## src/common/supervisor_cfg.svh

```systemverilog
// Purpose: Offsets, field positions, reset values and timing counts
// Assumes: 32-bit Wishbone, byte addresses, one register per word
// Notes:   Times are kept in their own unit; cycles derive in the core
`ifndef SUPERVISOR_CFG_SVH
`define SUPERVISOR_CFG_SVH

// Register byte offsets
`define SUP_ADR_MODE 6'h00
`define SUP_ADR_WD 6'h04
`define SUP_ADR_RST 6'h08
`define SUP_ADR_STAT 6'h0c

// Mode field patterns
`define SUP_MODE_NORMAL 2'h0
`define SUP_MODE_SLEEP 2'h1
`define SUP_MODE_STOP 2'h2
`define SUP_MODE_SOFTRST 2'h3

// Watchdog config register fields
`define SUP_WD_PER_LSB 0
`define SUP_WD_RSVD_BIT 3
`define SUP_WD_TYPE_BIT 4
`define SUP_WD_FS_BIT 5
`define SUP_WD_CHK_BIT 7
`define SUP_WD_RESET 8'h00

// Reset control register fields
`define SUP_RST_DELSEL_BIT 0
`define SUP_RST_SROPT_BIT 1
`define SUP_RST_CFG_LSB 2
`define SUP_RST_RESET 4'h0

// Status register fields
`define SUP_ST_FAIL_LSB 0
`define SUP_ST_SPIFAIL_BIT 2
`define SUP_ST_MODE_LSB 3
`define SUP_ST_RESET_OUT_BIT 6

// Timing, clock and oscillator tick
`define SUP_CLK_NS 5
`define SUP_TICK_NS 1000000
`define SUP_FILTER_NS 10000
`define SUP_EXT_DELAY_MS 14'd10
`define SUP_RED_DELAY_MS 14'd2
`define SUP_LONG_WIN_MS 14'd200
`define SUP_CLOSED_PCT 60
`define SUP_CS_EXEC_CYCLES 2'h3

// Watchdog periods in ms
`define SUP_WD_P0 14'd10
`define SUP_WD_P1 14'd20
`define SUP_WD_P2 14'd50
`define SUP_WD_P3 14'd100
`define SUP_WD_P4 14'd200
`define SUP_WD_P5 14'd500
`define SUP_WD_P6 14'd1000
`define SUP_WD_P7 14'd10000

`endif

```

## src/common/supervisor_pkg.sv

```systemverilog
// Purpose: Types shared by the supervisor core and its bench
// Assumes: Constants live in supervisor_cfg.svh
// Notes:   Bus groups travel as packed structs
package supervisor_pkg;

  typedef enum logic [2:0] {
    M_INIT, M_NORMAL, M_SLEEP, M_STOP, M_RESTART, M_FAILSAFE
  } mode_e;

  typedef struct packed {
    logic cyc;
    logic stb;
    logic we;
    logic [5:0] adr;
    logic [3:0] sel;
    logic [31:0] dat;
  } wb_req_s;

  typedef struct packed {
    logic ack;
    logic [31:0] dat;
  } wb_rsp_s;

  typedef struct packed {
    mode_e mode;
    logic rst_lo;
    logic rst_n_q;
    logic rel_long;
    logic [13:0] rst_cnt;
    logic [15:0] filt_cnt;
    logic ev_f;
    logic wd_long;
    logic [13:0] wd_cnt;
    logic [7:0] wd_cfg;
    logic [3:0] rst_ctrl;
    logic [1:0] fail_cnt;
    logic spi_fail;
    logic pend;
    logic [7:0] pend_data;
    logic [1:0] exec_cnt;
    logic cs_prev;
    logic ack;
    logic [31:0] rdata;
  } sup_state_s;

endpackage

```

## src/core/sync2.sv

```systemverilog
// Purpose: Two-flop synchroniser for a group of pin levels
// Assumes: Inputs are slow levels from outside the mclk domain
// Notes:   First stage feeds only the second stage
`timescale 1ns/1ps
`default_nettype none
module sync2 #(
  parameter int W = 1,
  parameter logic [W-1:0] INIT = '0
) (
  // Clock and reset
  input wire logic mclk,
  input wire logic rst,
  // Levels
  input wire logic [W-1:0] d,
  output logic [W-1:0] q
);

  logic [W-1:0] meta_r;

  // One pair of flops per bit
  genvar i;
  generate
    for (i = 0; i < W; i++) begin : g_bit
      always_ff @(posedge mclk or posedge rst) begin
        if (rst) begin
          meta_r[i] <= INIT[i];
          q[i] <= INIT[i];
        end else begin
          meta_r[i] <= d[i];
          q[i] <= meta_r[i];
        end
      end
    end
  endgenerate

endmodule
`default_nettype wire

```

## src/core/tick_gen.sv

```systemverilog
// Purpose: Internal oscillator tick, one pulse per millisecond
// Assumes: CYCLES is the mclk count of one tick
// Notes:   Shorten CYCLES in simulation to speed up long windows
`timescale 1ns/1ps
`default_nettype none
module tick_gen #(
  parameter int CYCLES = 200000
) (
  // Clock and reset
  input wire logic mclk,
  input wire logic rst,
  // Tick pulse
  output logic tick
);

  logic [31:0] cnt_r;

  // Free-running divider, pulse on wrap
  always_ff @(posedge mclk or posedge rst) begin
    if (rst) begin
      cnt_r <= 32'h0;
      tick <= 1'b0;
    end else if (cnt_r >= 32'(CYCLES - 1)) begin
      cnt_r <= 32'h0;
      tick <= 1'b1;
    end else begin
      cnt_r <= cnt_r + 32'h1;
      tick <= 1'b0;
    end
  end

endmodule
`default_nettype wire

```

## src/core/reset_and_watchdog_supervisor.sv

```systemverilog
// Purpose: Reset output control and time-out/window watchdog
// Assumes: Registers reached over classic Wishbone, pins synchronised
// Notes:   Watchdog timing counts millisecond ticks from tick_gen
// What this block does
// - Filtered event holds reset low, plus delay
// - Extended delay default, reduced when select bit set
// - Power-up keeps reset low, releases after extended delay
// - Mode pattern 11 returns to init, defaults
// - Soft reset pulses reset unless option bit set
// - Soft reset honoured only in Normal or Stop
// - Type bit picks time-out or window watchdog
// - Watchdog config writable only in Normal mode
// - Long window after every reset release and on Normal entry from Sleep
// - Config write restarts timer with new setting
// - Trigger acts three cycles after chip select rises
// - Long open window of 200 ms accepts triggers
// - Eight periods 10 ms to 10000 ms
// - Failure resets, enters Restart or Fail-Safe, counts
// - Development mode disables watchdog resets
// - Failure counter saturates per configuration
// - Counter cleared on good trigger or while in Sleep
// - Time-out: any trigger restarts, expiry fails
// - Window: closed 60 percent, then open window
// - Window: early trigger or expiry fails
// - Bad even parity ignores write, flags failure
// - Parity includes written reserved bit 3
`timescale 1ns/1ps
`default_nettype none
`include "supervisor_cfg.svh"
module reset_and_watchdog_supervisor #(
  parameter int TICK_CYCLES = `SUP_TICK_NS / `SUP_CLK_NS,
  parameter int FILTER_NS = `SUP_FILTER_NS
) (
  // Clock and reset
  input wire logic mclk,
  input wire logic rst,
  // Wishbone slave
  input wire supervisor_pkg::wb_req_s wb_req,
  output supervisor_pkg::wb_rsp_s wb_rsp,
  // Pins from outside the clock domain
  input wire logic chip_select_n,
  input wire logic vcc1_low,
  input wire logic dev_mode,
  // Reset to the microcontroller
  output logic reset_out_n
);

  // Filter length rounded up to whole cycles, at least one
  localparam int FILT_RAW = (FILTER_NS + `SUP_CLK_NS - 1) / `SUP_CLK_NS;
  localparam int FILT_CYC = (FILT_RAW < 1) ? 1 : FILT_RAW;

  localparam supervisor_pkg::sup_state_s RST_S = '{
    mode: supervisor_pkg::M_INIT,
    rst_lo: 1'b1,
    rel_long: 1'b1,
    wd_long: 1'b1,
    wd_cfg: `SUP_WD_RESET,
    rst_ctrl: `SUP_RST_RESET,
    cs_prev: 1'b1,
    default: '0
  };

  supervisor_pkg::sup_state_s s_r;
  supervisor_pkg::sup_state_s s_nxt;
  logic tick;
  logic [2:0] pins_s;
  logic cs_s;
  logic ev_s;
  logic dev_s;

  // Period select decode, used for limits and closed window
  function automatic logic [13:0] wd_period(input logic [2:0] c);
    case (c)
      3'h0: wd_period = `SUP_WD_P0;
      3'h1: wd_period = `SUP_WD_P1;
      3'h2: wd_period = `SUP_WD_P2;
      3'h3: wd_period = `SUP_WD_P3;
      3'h4: wd_period = `SUP_WD_P4;
      3'h5: wd_period = `SUP_WD_P5;
      3'h6: wd_period = `SUP_WD_P6;
      default: wd_period = `SUP_WD_P7;
    endcase
  endfunction

  // Closed part of a window period
  function automatic logic [13:0] wd_closed(input logic [13:0] p);
    logic [31:0] t;
    t = (32'(p) * 32'(`SUP_CLOSED_PCT)) / 32'd100;
    wd_closed = t[13:0];
  endfunction

  // Watchdog runs only in these modes, outside reset, not in dev mode
  function automatic logic wd_active(input supervisor_pkg::sup_state_s s,
                                     input logic dev);
    wd_active = !s.rst_lo && !dev &&
                (s.mode == supervisor_pkg::M_INIT ||
                 s.mode == supervisor_pkg::M_NORMAL ||
                 s.mode == supervisor_pkg::M_STOP);
  endfunction

  // Synchronised pins: chip select, reset event, development strap
  // Chip select flops reset high, its idle level: no false edge
  sync2 #(
    .W(3),
    .INIT(3'h4)
  ) u_sync (
    .mclk(mclk),
    .rst(rst),
    .d({chip_select_n, vcc1_low, dev_mode}),
    .q(pins_s)
  );

  assign cs_s = pins_s[2];
  assign ev_s = pins_s[1];
  assign dev_s = pins_s[0];

  // Millisecond oscillator tick
  tick_gen #(
    .CYCLES(TICK_CYCLES)
  ) u_tick (
    .mclk(mclk),
    .rst(rst),
    .tick(tick)
  );

  // Next-state logic for the whole block
  always_comb begin
    logic [13:0] limit;
    logic [13:0] delay;
    logic [1:0] fail_max;
    logic fail;
    logic good_trig;
    logic soft_go;
    logic soft_pulse;
    logic [7:0] wd_new;
    logic [1:0] mcmd;
    logic win_type;
    limit = 14'h0;
    delay = 14'h0;
    fail_max = 2'h0;
    fail = 1'b0;
    good_trig = 1'b0;
    soft_go = 1'b0;
    soft_pulse = 1'b0;
    wd_new = 8'h0;
    mcmd = 2'h0;
    win_type = s_r.wd_cfg[`SUP_WD_TYPE_BIT];
    s_nxt = s_r;
    s_nxt.ack = 1'b0;
    s_nxt.cs_prev = cs_s;

    // Reset event filter: must persist before it counts
    if (!ev_s) begin
      s_nxt.filt_cnt = 16'h0;
      s_nxt.ev_f = 1'b0;
    end else if (s_r.filt_cnt >= 16'(FILT_CYC - 1)) begin
      s_nxt.ev_f = 1'b1;
    end else begin
      s_nxt.filt_cnt = s_r.filt_cnt + 16'h1;
    end
    // A filtered event takes the reset line low at once
    if (s_r.ev_f && !s_r.rst_lo) begin
      s_nxt.rst_lo = 1'b1;
      s_nxt.rst_cnt = 14'h0;
      s_nxt.rel_long = !s_r.rst_ctrl[`SUP_RST_DELSEL_BIT];
    end

    // Reset delay runs on ticks once the event is gone
    delay = s_r.rel_long ? `SUP_EXT_DELAY_MS : `SUP_RED_DELAY_MS;
    if (s_r.rst_lo) begin
      if (s_r.ev_f) begin
        s_nxt.rst_cnt = 14'h0;
      end else if (tick) begin
        if (s_r.rst_cnt + 14'h1 >= delay) begin
          s_nxt.rst_lo = 1'b0;
          s_nxt.wd_long = 1'b1;
          s_nxt.wd_cnt = 14'h0;
          if (s_r.mode == supervisor_pkg::M_RESTART) begin
            s_nxt.mode = supervisor_pkg::M_NORMAL;
          end
        end else begin
          s_nxt.rst_cnt = s_r.rst_cnt + 14'h1;
        end
      end
    end

    // Watchdog timer: long window or selected period
    limit = s_r.wd_long ? `SUP_LONG_WIN_MS
          : wd_period(s_r.wd_cfg[`SUP_WD_PER_LSB +: 3]);
    if (wd_active(s_r, dev_s) && tick) begin
      if (s_r.wd_cnt + 14'h1 >= limit) begin
        fail = 1'b1;
      end else begin
        s_nxt.wd_cnt = s_r.wd_cnt + 14'h1;
      end
    end

    // Pending watchdog write waits for chip select to rise
    if (s_r.pend && cs_s && !s_r.cs_prev) begin
      s_nxt.exec_cnt = `SUP_CS_EXEC_CYCLES;
    end else if (s_r.exec_cnt != 2'h0) begin
      s_nxt.exec_cnt = s_r.exec_cnt - 2'h1;
    end
    // Parity covers all eight written bits, reserved bit too
    if (s_r.exec_cnt == 2'h1 && s_r.pend) begin
      s_nxt.pend = 1'b0;
      if (^s_r.pend_data) begin
        s_nxt.spi_fail = 1'b1;
      end else if (wd_active(s_r, dev_s)) begin
        if (!s_r.wd_long && win_type &&
            s_r.wd_cnt < wd_closed(limit)) begin
          fail = 1'b1;
        end else begin
          good_trig = 1'b1;
        end
      end
    end
    // A good trigger opens a fresh period from zero
    if (good_trig) begin
      s_nxt.wd_long = 1'b0;
      s_nxt.wd_cnt = 14'h0;
      s_nxt.fail_cnt = 2'h0;
      if (s_r.mode == supervisor_pkg::M_NORMAL) begin
        wd_new = s_r.pend_data;
        wd_new[`SUP_WD_RSVD_BIT] = 1'b0;
        s_nxt.wd_cfg = wd_new;
      end
    end

    // Watchdog failure: count, reset, enter Restart or Fail-Safe
    fail_max = (s_r.rst_ctrl[`SUP_RST_CFG_LSB +: 2] == 2'h1) ? 2'h1 : 2'h2;
    // Expiry beats a trigger landing in the same cycle
    if (fail) begin
      if (s_r.fail_cnt < fail_max) begin
        s_nxt.fail_cnt = s_r.fail_cnt + 2'h1;
      end
      s_nxt.rst_lo = 1'b1;
      s_nxt.rst_cnt = 14'h0;
      s_nxt.rel_long = !s_r.rst_ctrl[`SUP_RST_DELSEL_BIT];
      s_nxt.mode = s_r.wd_cfg[`SUP_WD_FS_BIT] ?
                   supervisor_pkg::M_FAILSAFE :
                   supervisor_pkg::M_RESTART;
    end

    // Wishbone slave: one wait cycle, unmapped reads give zero
    if (wb_req.cyc && wb_req.stb && !s_r.ack) begin
      s_nxt.ack = 1'b1;
      case (wb_req.adr)
        `SUP_ADR_MODE: s_nxt.rdata = {29'h0, 3'(s_r.mode)};
        `SUP_ADR_WD: s_nxt.rdata = {24'h0, s_r.wd_cfg};
        `SUP_ADR_RST: s_nxt.rdata = {28'h0, s_r.rst_ctrl};
        `SUP_ADR_STAT: s_nxt.rdata = {25'h0, s_r.rst_n_q,
                                      3'(s_r.mode), s_r.spi_fail,
                                      s_r.fail_cnt};
        default: s_nxt.rdata = 32'h0;
      endcase
      if (wb_req.we && wb_req.sel[0]) begin
        mcmd = wb_req.dat[1:0];
        case (wb_req.adr)
          `SUP_ADR_MODE: begin
            if (mcmd == `SUP_MODE_SOFTRST) begin
              soft_go = (s_r.mode == supervisor_pkg::M_NORMAL ||
                         s_r.mode == supervisor_pkg::M_STOP);
            end else if (mcmd == `SUP_MODE_NORMAL &&
                         (s_r.mode == supervisor_pkg::M_INIT ||
                          s_r.mode == supervisor_pkg::M_SLEEP ||
                          s_r.mode == supervisor_pkg::M_STOP)) begin
              s_nxt.mode = supervisor_pkg::M_NORMAL;
              if (s_r.mode == supervisor_pkg::M_SLEEP) begin
                s_nxt.wd_long = 1'b1;
                s_nxt.wd_cnt = 14'h0;
              end
            end else if (mcmd == `SUP_MODE_SLEEP &&
                         s_r.mode == supervisor_pkg::M_NORMAL) begin
              s_nxt.mode = supervisor_pkg::M_SLEEP;
              s_nxt.fail_cnt = 2'h0;
            end else if (mcmd == `SUP_MODE_STOP &&
                         s_r.mode == supervisor_pkg::M_NORMAL) begin
              s_nxt.mode = supervisor_pkg::M_STOP;
            end
          end
          `SUP_ADR_WD: begin
            s_nxt.pend = 1'b1;
            s_nxt.pend_data = wb_req.dat[7:0];
            s_nxt.exec_cnt = 2'h0;
          end
          `SUP_ADR_RST: s_nxt.rst_ctrl = wb_req.dat[3:0];
          `SUP_ADR_STAT: begin
            if (wb_req.dat[`SUP_ST_SPIFAIL_BIT] && s_nxt.spi_fail &&
                !(s_r.exec_cnt == 2'h1 && s_r.pend && ^s_r.pend_data)) begin
              s_nxt.spi_fail = 1'b0; // Set wins over clear
            end
          end
          default: ;
        endcase
      end
    end

    // Sleep has the watchdog off, so its counter stays clear
    if (s_nxt.mode == supervisor_pkg::M_SLEEP) begin
      s_nxt.fail_cnt = 2'h0;
    end

    // Soft reset: back to init, registers to defaults except the serial failure flag
    if (soft_go) begin
      soft_pulse = !s_r.rst_ctrl[`SUP_RST_SROPT_BIT];
      s_nxt = RST_S;
      s_nxt.cs_prev = cs_s;
      s_nxt.ack = 1'b1;
      s_nxt.rdata = 32'h0;
      // Filter and serial failure flag survive a soft reset
      s_nxt.filt_cnt = s_r.filt_cnt;
      s_nxt.ev_f = s_r.ev_f;
      s_nxt.spi_fail = s_r.spi_fail;
      if (!soft_pulse && !s_r.rst_lo) begin
        s_nxt.rst_lo = 1'b0;
      end else begin
        s_nxt.rst_lo = 1'b1;
        s_nxt.rel_long = 1'b1;
      end
    end

    // Registered copy keeps the reset pin free of glitches
    s_nxt.rst_n_q = !s_nxt.rst_lo;
  end

  // State register, starts in init with reset held low
  always_ff @(posedge mclk or posedge rst) begin
    if (rst) begin
      s_r <= RST_S;
    end else begin
      s_r <= s_nxt;
    end
  end

  // Outputs straight from the state flops
  assign reset_out_n = s_r.rst_n_q;
  assign wb_rsp.ack = s_r.ack;
  assign wb_rsp.dat = s_r.rdata;

endmodule
`default_nettype wire

```

## config.mk

```make
export PLATFORM = sky130hd
export DESIGN_NAME = reset_and_watchdog_supervisor
export DESIGN_NICKNAME = d
export VERILOG_FILES = /design/src/common/supervisor_pkg.sv /design/src/core/sync2.sv /design/src/core/tick_gen.sv /design/src/core/reset_and_watchdog_supervisor.sv
export VERILOG_INCLUDE_DIRS = /design/src /design/src/common
export SDC_FILE = /design/constraint.sdc
export NUM_CORES = 1
export LEC_CHECK = 0
export BUFFER_PORTS_ARGS = -buffer_cell sky130_fd_sc_hd__buf_2
export CAP_MARGIN = 20
export CORE_ASPECT_RATIO = 0.8
export CORE_MARGIN = 1
export CORE_UTILIZATION = 46
export CTS_BUF_LIST = sky130_fd_sc_hd__clkbuf_4 sky130_fd_sc_hd__clkbuf_8 sky130_fd_sc_hd__clkbuf_16
export CTS_CLUSTER_DIAMETER = 200
export DETAILED_ROUTE_END_ITERATION = 10
export HOLD_SLACK_MARGIN = 0.08
export PLACE_DENSITY = 0.64
export SETUP_SLACK_MARGIN = 0.4
export SLEW_MARGIN = 20
export SYNTH_ARGS = -nofsm -noshare
export SYNTH_HDL_FRONTEND = slang
export SYNTH_SLANG_ARGS = --single-unit
```

## constraint.sdc

```tcl
create_clock -name mclk -period 13.85 [get_ports mclk]
set_input_delay 2.77 -clock mclk [delete_from_list [all_inputs] [get_ports mclk]]
set_output_delay 2.77 -clock mclk [all_outputs]
set_load 0.1 [all_outputs]
```

==> impl_metrics.ini <==
[synth]
synth_ff_type = dfrtp_1
synth_top_area_share_pct = 27.1
yosysTopAreaCell = dfrtp_1
synth.avg_cell_area_um2 = 8.40
synth_top_cells_by_area = dfrtp_1 27%, ha_1 5.8%, nor2_1 4.8%, nand2_1 4.0%, a21oi_1 3.6%
synth_cell_type_count = 108
netlist_area_mm2 = 0.0111
synth_warnings = 0
synth_cells = 1321
async_reset_ff_share_pct = 100
synth_seq_area_share_pct = 28.5
ys_ff_latch = 126
synth_edf_count = 0

[timing]
report.final.slew_viol_count = 0
final-hold-violation-count = 0
rsz0062_at_grt = no
relSlewSlack_pct = 34.0
setup_tns_ns = 0
worst_pin_slew_ns = 0.983
setup_violations = 0
fin_crit_sh_pct = 91.9
finClkSkew_ns = 0.0114
fmax_ghz = 0.0786
period_minus_slack_ns = 12.73

[routing]
routed_wl_um = 27300
drc = 0
viasPerCell = 5.84
via_count = 9949
wl_per_cell_um = 16.1
first_iter_violations = 870
ant_nets = 0
drtPass1Iterations = 5

[final_layout]
multi_input_area_mm2 = 0.00761
final_cell_mix = 139 x nor2_1, 117 x dfrtp_1, 116 x nand2_1
final_common_cell = nor2_1
diodes = 0
nFillCells = 2241
area_delta_synth_final_pct = 12.7
drive_gt1_share_pct = 16.3
layout.nets = 1494
area.sequential_mm2 = 0.00316

[clock_tree]
cts_sinks = 126
ctsLongestPathBuffers = 2
cts_tree = built
clock_latency_ns = 0.42
cts_buffers = 17
clockRootBuffer = clkbuf_16
cts-hold-fix-buffers = 0
clk_pin_slew_ns = 0.05
htree_num_levels = 4

[placement]
gp_congestion = 0.884
port_buffers = 32
dp_hpwl_um = 20000

[floorplan]
pin_count = 84
start_util_pct = 47.2
die-area_mm2 = 0.0247
fp.dieH_um = 141
rows = 50
die_w_um = 176
design.core.area_mm2 = 0.0235

[worst_setup_path]
slowest_stage = or4_4
arrival_ns = 13.01
critPathLaunchType = flop
critical_path.max_stage_delay_ns = 0.58
path_class = reg2reg
cp_data_required_time_ns = 14.13
path_max_fanout = 12
cp-end-kind = flop

[run]
maxCapViolations = 0

[worst_hold_path]
worst_hold_path_type = reg2reg

[grt]
grt.overflow.total = 0
grt_first_pass_wirelength_um = 46000
antenna_found_initial = 0
grt_usage_pct = 22.6
grt_max_degree = 72
grt_pass1_vias = 9149

[status]
status = finished clean
-- metal layers --
metal	part of all wire (%)	global-route usage, %	vias up
met3	4.0	3.45	15
met2	42	32.3	225
met4	0.46	3.80	0
li1	-	-	4895
met1	53	35.7	4814
met5	0	0	-
-- kinds of logic after synthesis --
logic type / after synthesis / synth area share, %
simple gates: 528 / 23.9
compound gates: 357 / 23.8
buf+inv: 132 / 5.79
flops: 126 / 28.5
xor+xnor: 75 / 5.92
fa+ha+maj: 69 / 8.75
mux: 32 / 3.33
other cells: 2 / 0.0677
-- cell type report --
type | count | area share [%]
multi-input combinational | 1100 | 60.9
sequential | 126 | 25.3
timing repair buffer | 83 | 4.34
clock buffer | 21 | 3.69
tap | 312 | 3.12
inverter | 50 | 1.52
clock inverter | 11 | 1.13
-- cells in the mapped netlist (7+ instances only) --
master    instances
nor2_1          141
dfrtp_1         120
nand2_1         117
a21oi_1          80
o21ai_0          62
nand3_1          59
ha_1             51
inv_1            48
xnor2_1          45
buf_4            35
nor3_1           35
clkbuf_1         31
xor2_1           30
nand4_1          26
mux2i_1          22
a21o_1           19
and3_1           19
a211oi_1         17
and2_1           17
a31oi_1          16
fa_1             15
nand2b_1         15
o211ai_1         15
or2_2            15
or3_1            15
nor4_1           13
o211a_1          13
buf_2            12
nor2b_1          12
a211oi_2          9
o21ai_1           8
or4_1             7
-- worst paths after layout --
kind,startpoint,cells past startpoint,endpoint,slack [ns]
max,s_r[54],51,reset_out_n,1.12
min,u_sync.meta_r[0],0,u_sync.q[0],0.35
max reg2reg,s_r[54],51,reset_out_n,1.12
min reg2reg,u_sync.meta_r[0],0,u_sync.q[0],0.35
max in group asynchronous,rst,3,s_r[54],9.95
min in group asynchronous,rst,2,u_tick.cnt_r[7],2.47
-- critical path: cells and delay by family (launching register included) --
family	cells	cell delay (ns)
AO/OA/AOI/OAI	20	4.86
AND/OR/NAND/NOR	18	4.29
adder cells (fa/ha/maj)	5	1.81
buffers and inverters	6	0.75
flip-flops	1	0.50
multiplexers	1	0.26
XOR/XNOR	1	0.13
-- repair_timing --
item / 4_1_cts / 5_1_grt
buffers inserted: 0 / 7
gates resized for setup: 0 / 38
endpoints found under the setup margin: 0 / 44
-- metrics by stage --
| step | std cells | hold WS (ns) | instance area [um^2] | setup WS [ns] | utilization (%) |
|---|---|---|---|---|---|
| 2_1_floorplan | 1358 | 0.331 | 11200 | 1.93 | - |
| 3_3_place_gp | 1664 | 0.335 | 11700 | 0.743 | 49.6 |
| 3_5_place_dp | 1664 | 0.336 | 11700 | 0.550 | 49.6 |
| 4_1_cts | 1696 | 0.348 | 12300 | 0.484 | 52.1 |
| 5_1_grt | 1703 | 0.349 | 12500 | 0.409 | 53.2 |
| 6_report | 1703 | 0.345 | 12500 | 1.12 | 53.2 |
-- flip-flops by register name, indices dropped and copies added (netlist names) --
signal         count
u_sync.meta_r      3
u_sync.q           3
s_r               77
u_tick.tick        1
u_tick.cnt_r      32
reset_out_n        1
wb_rsp             9
Power is not shown: default switching activity piles up to over one toggle a cycle in this logic, so the estimate is an artifact.
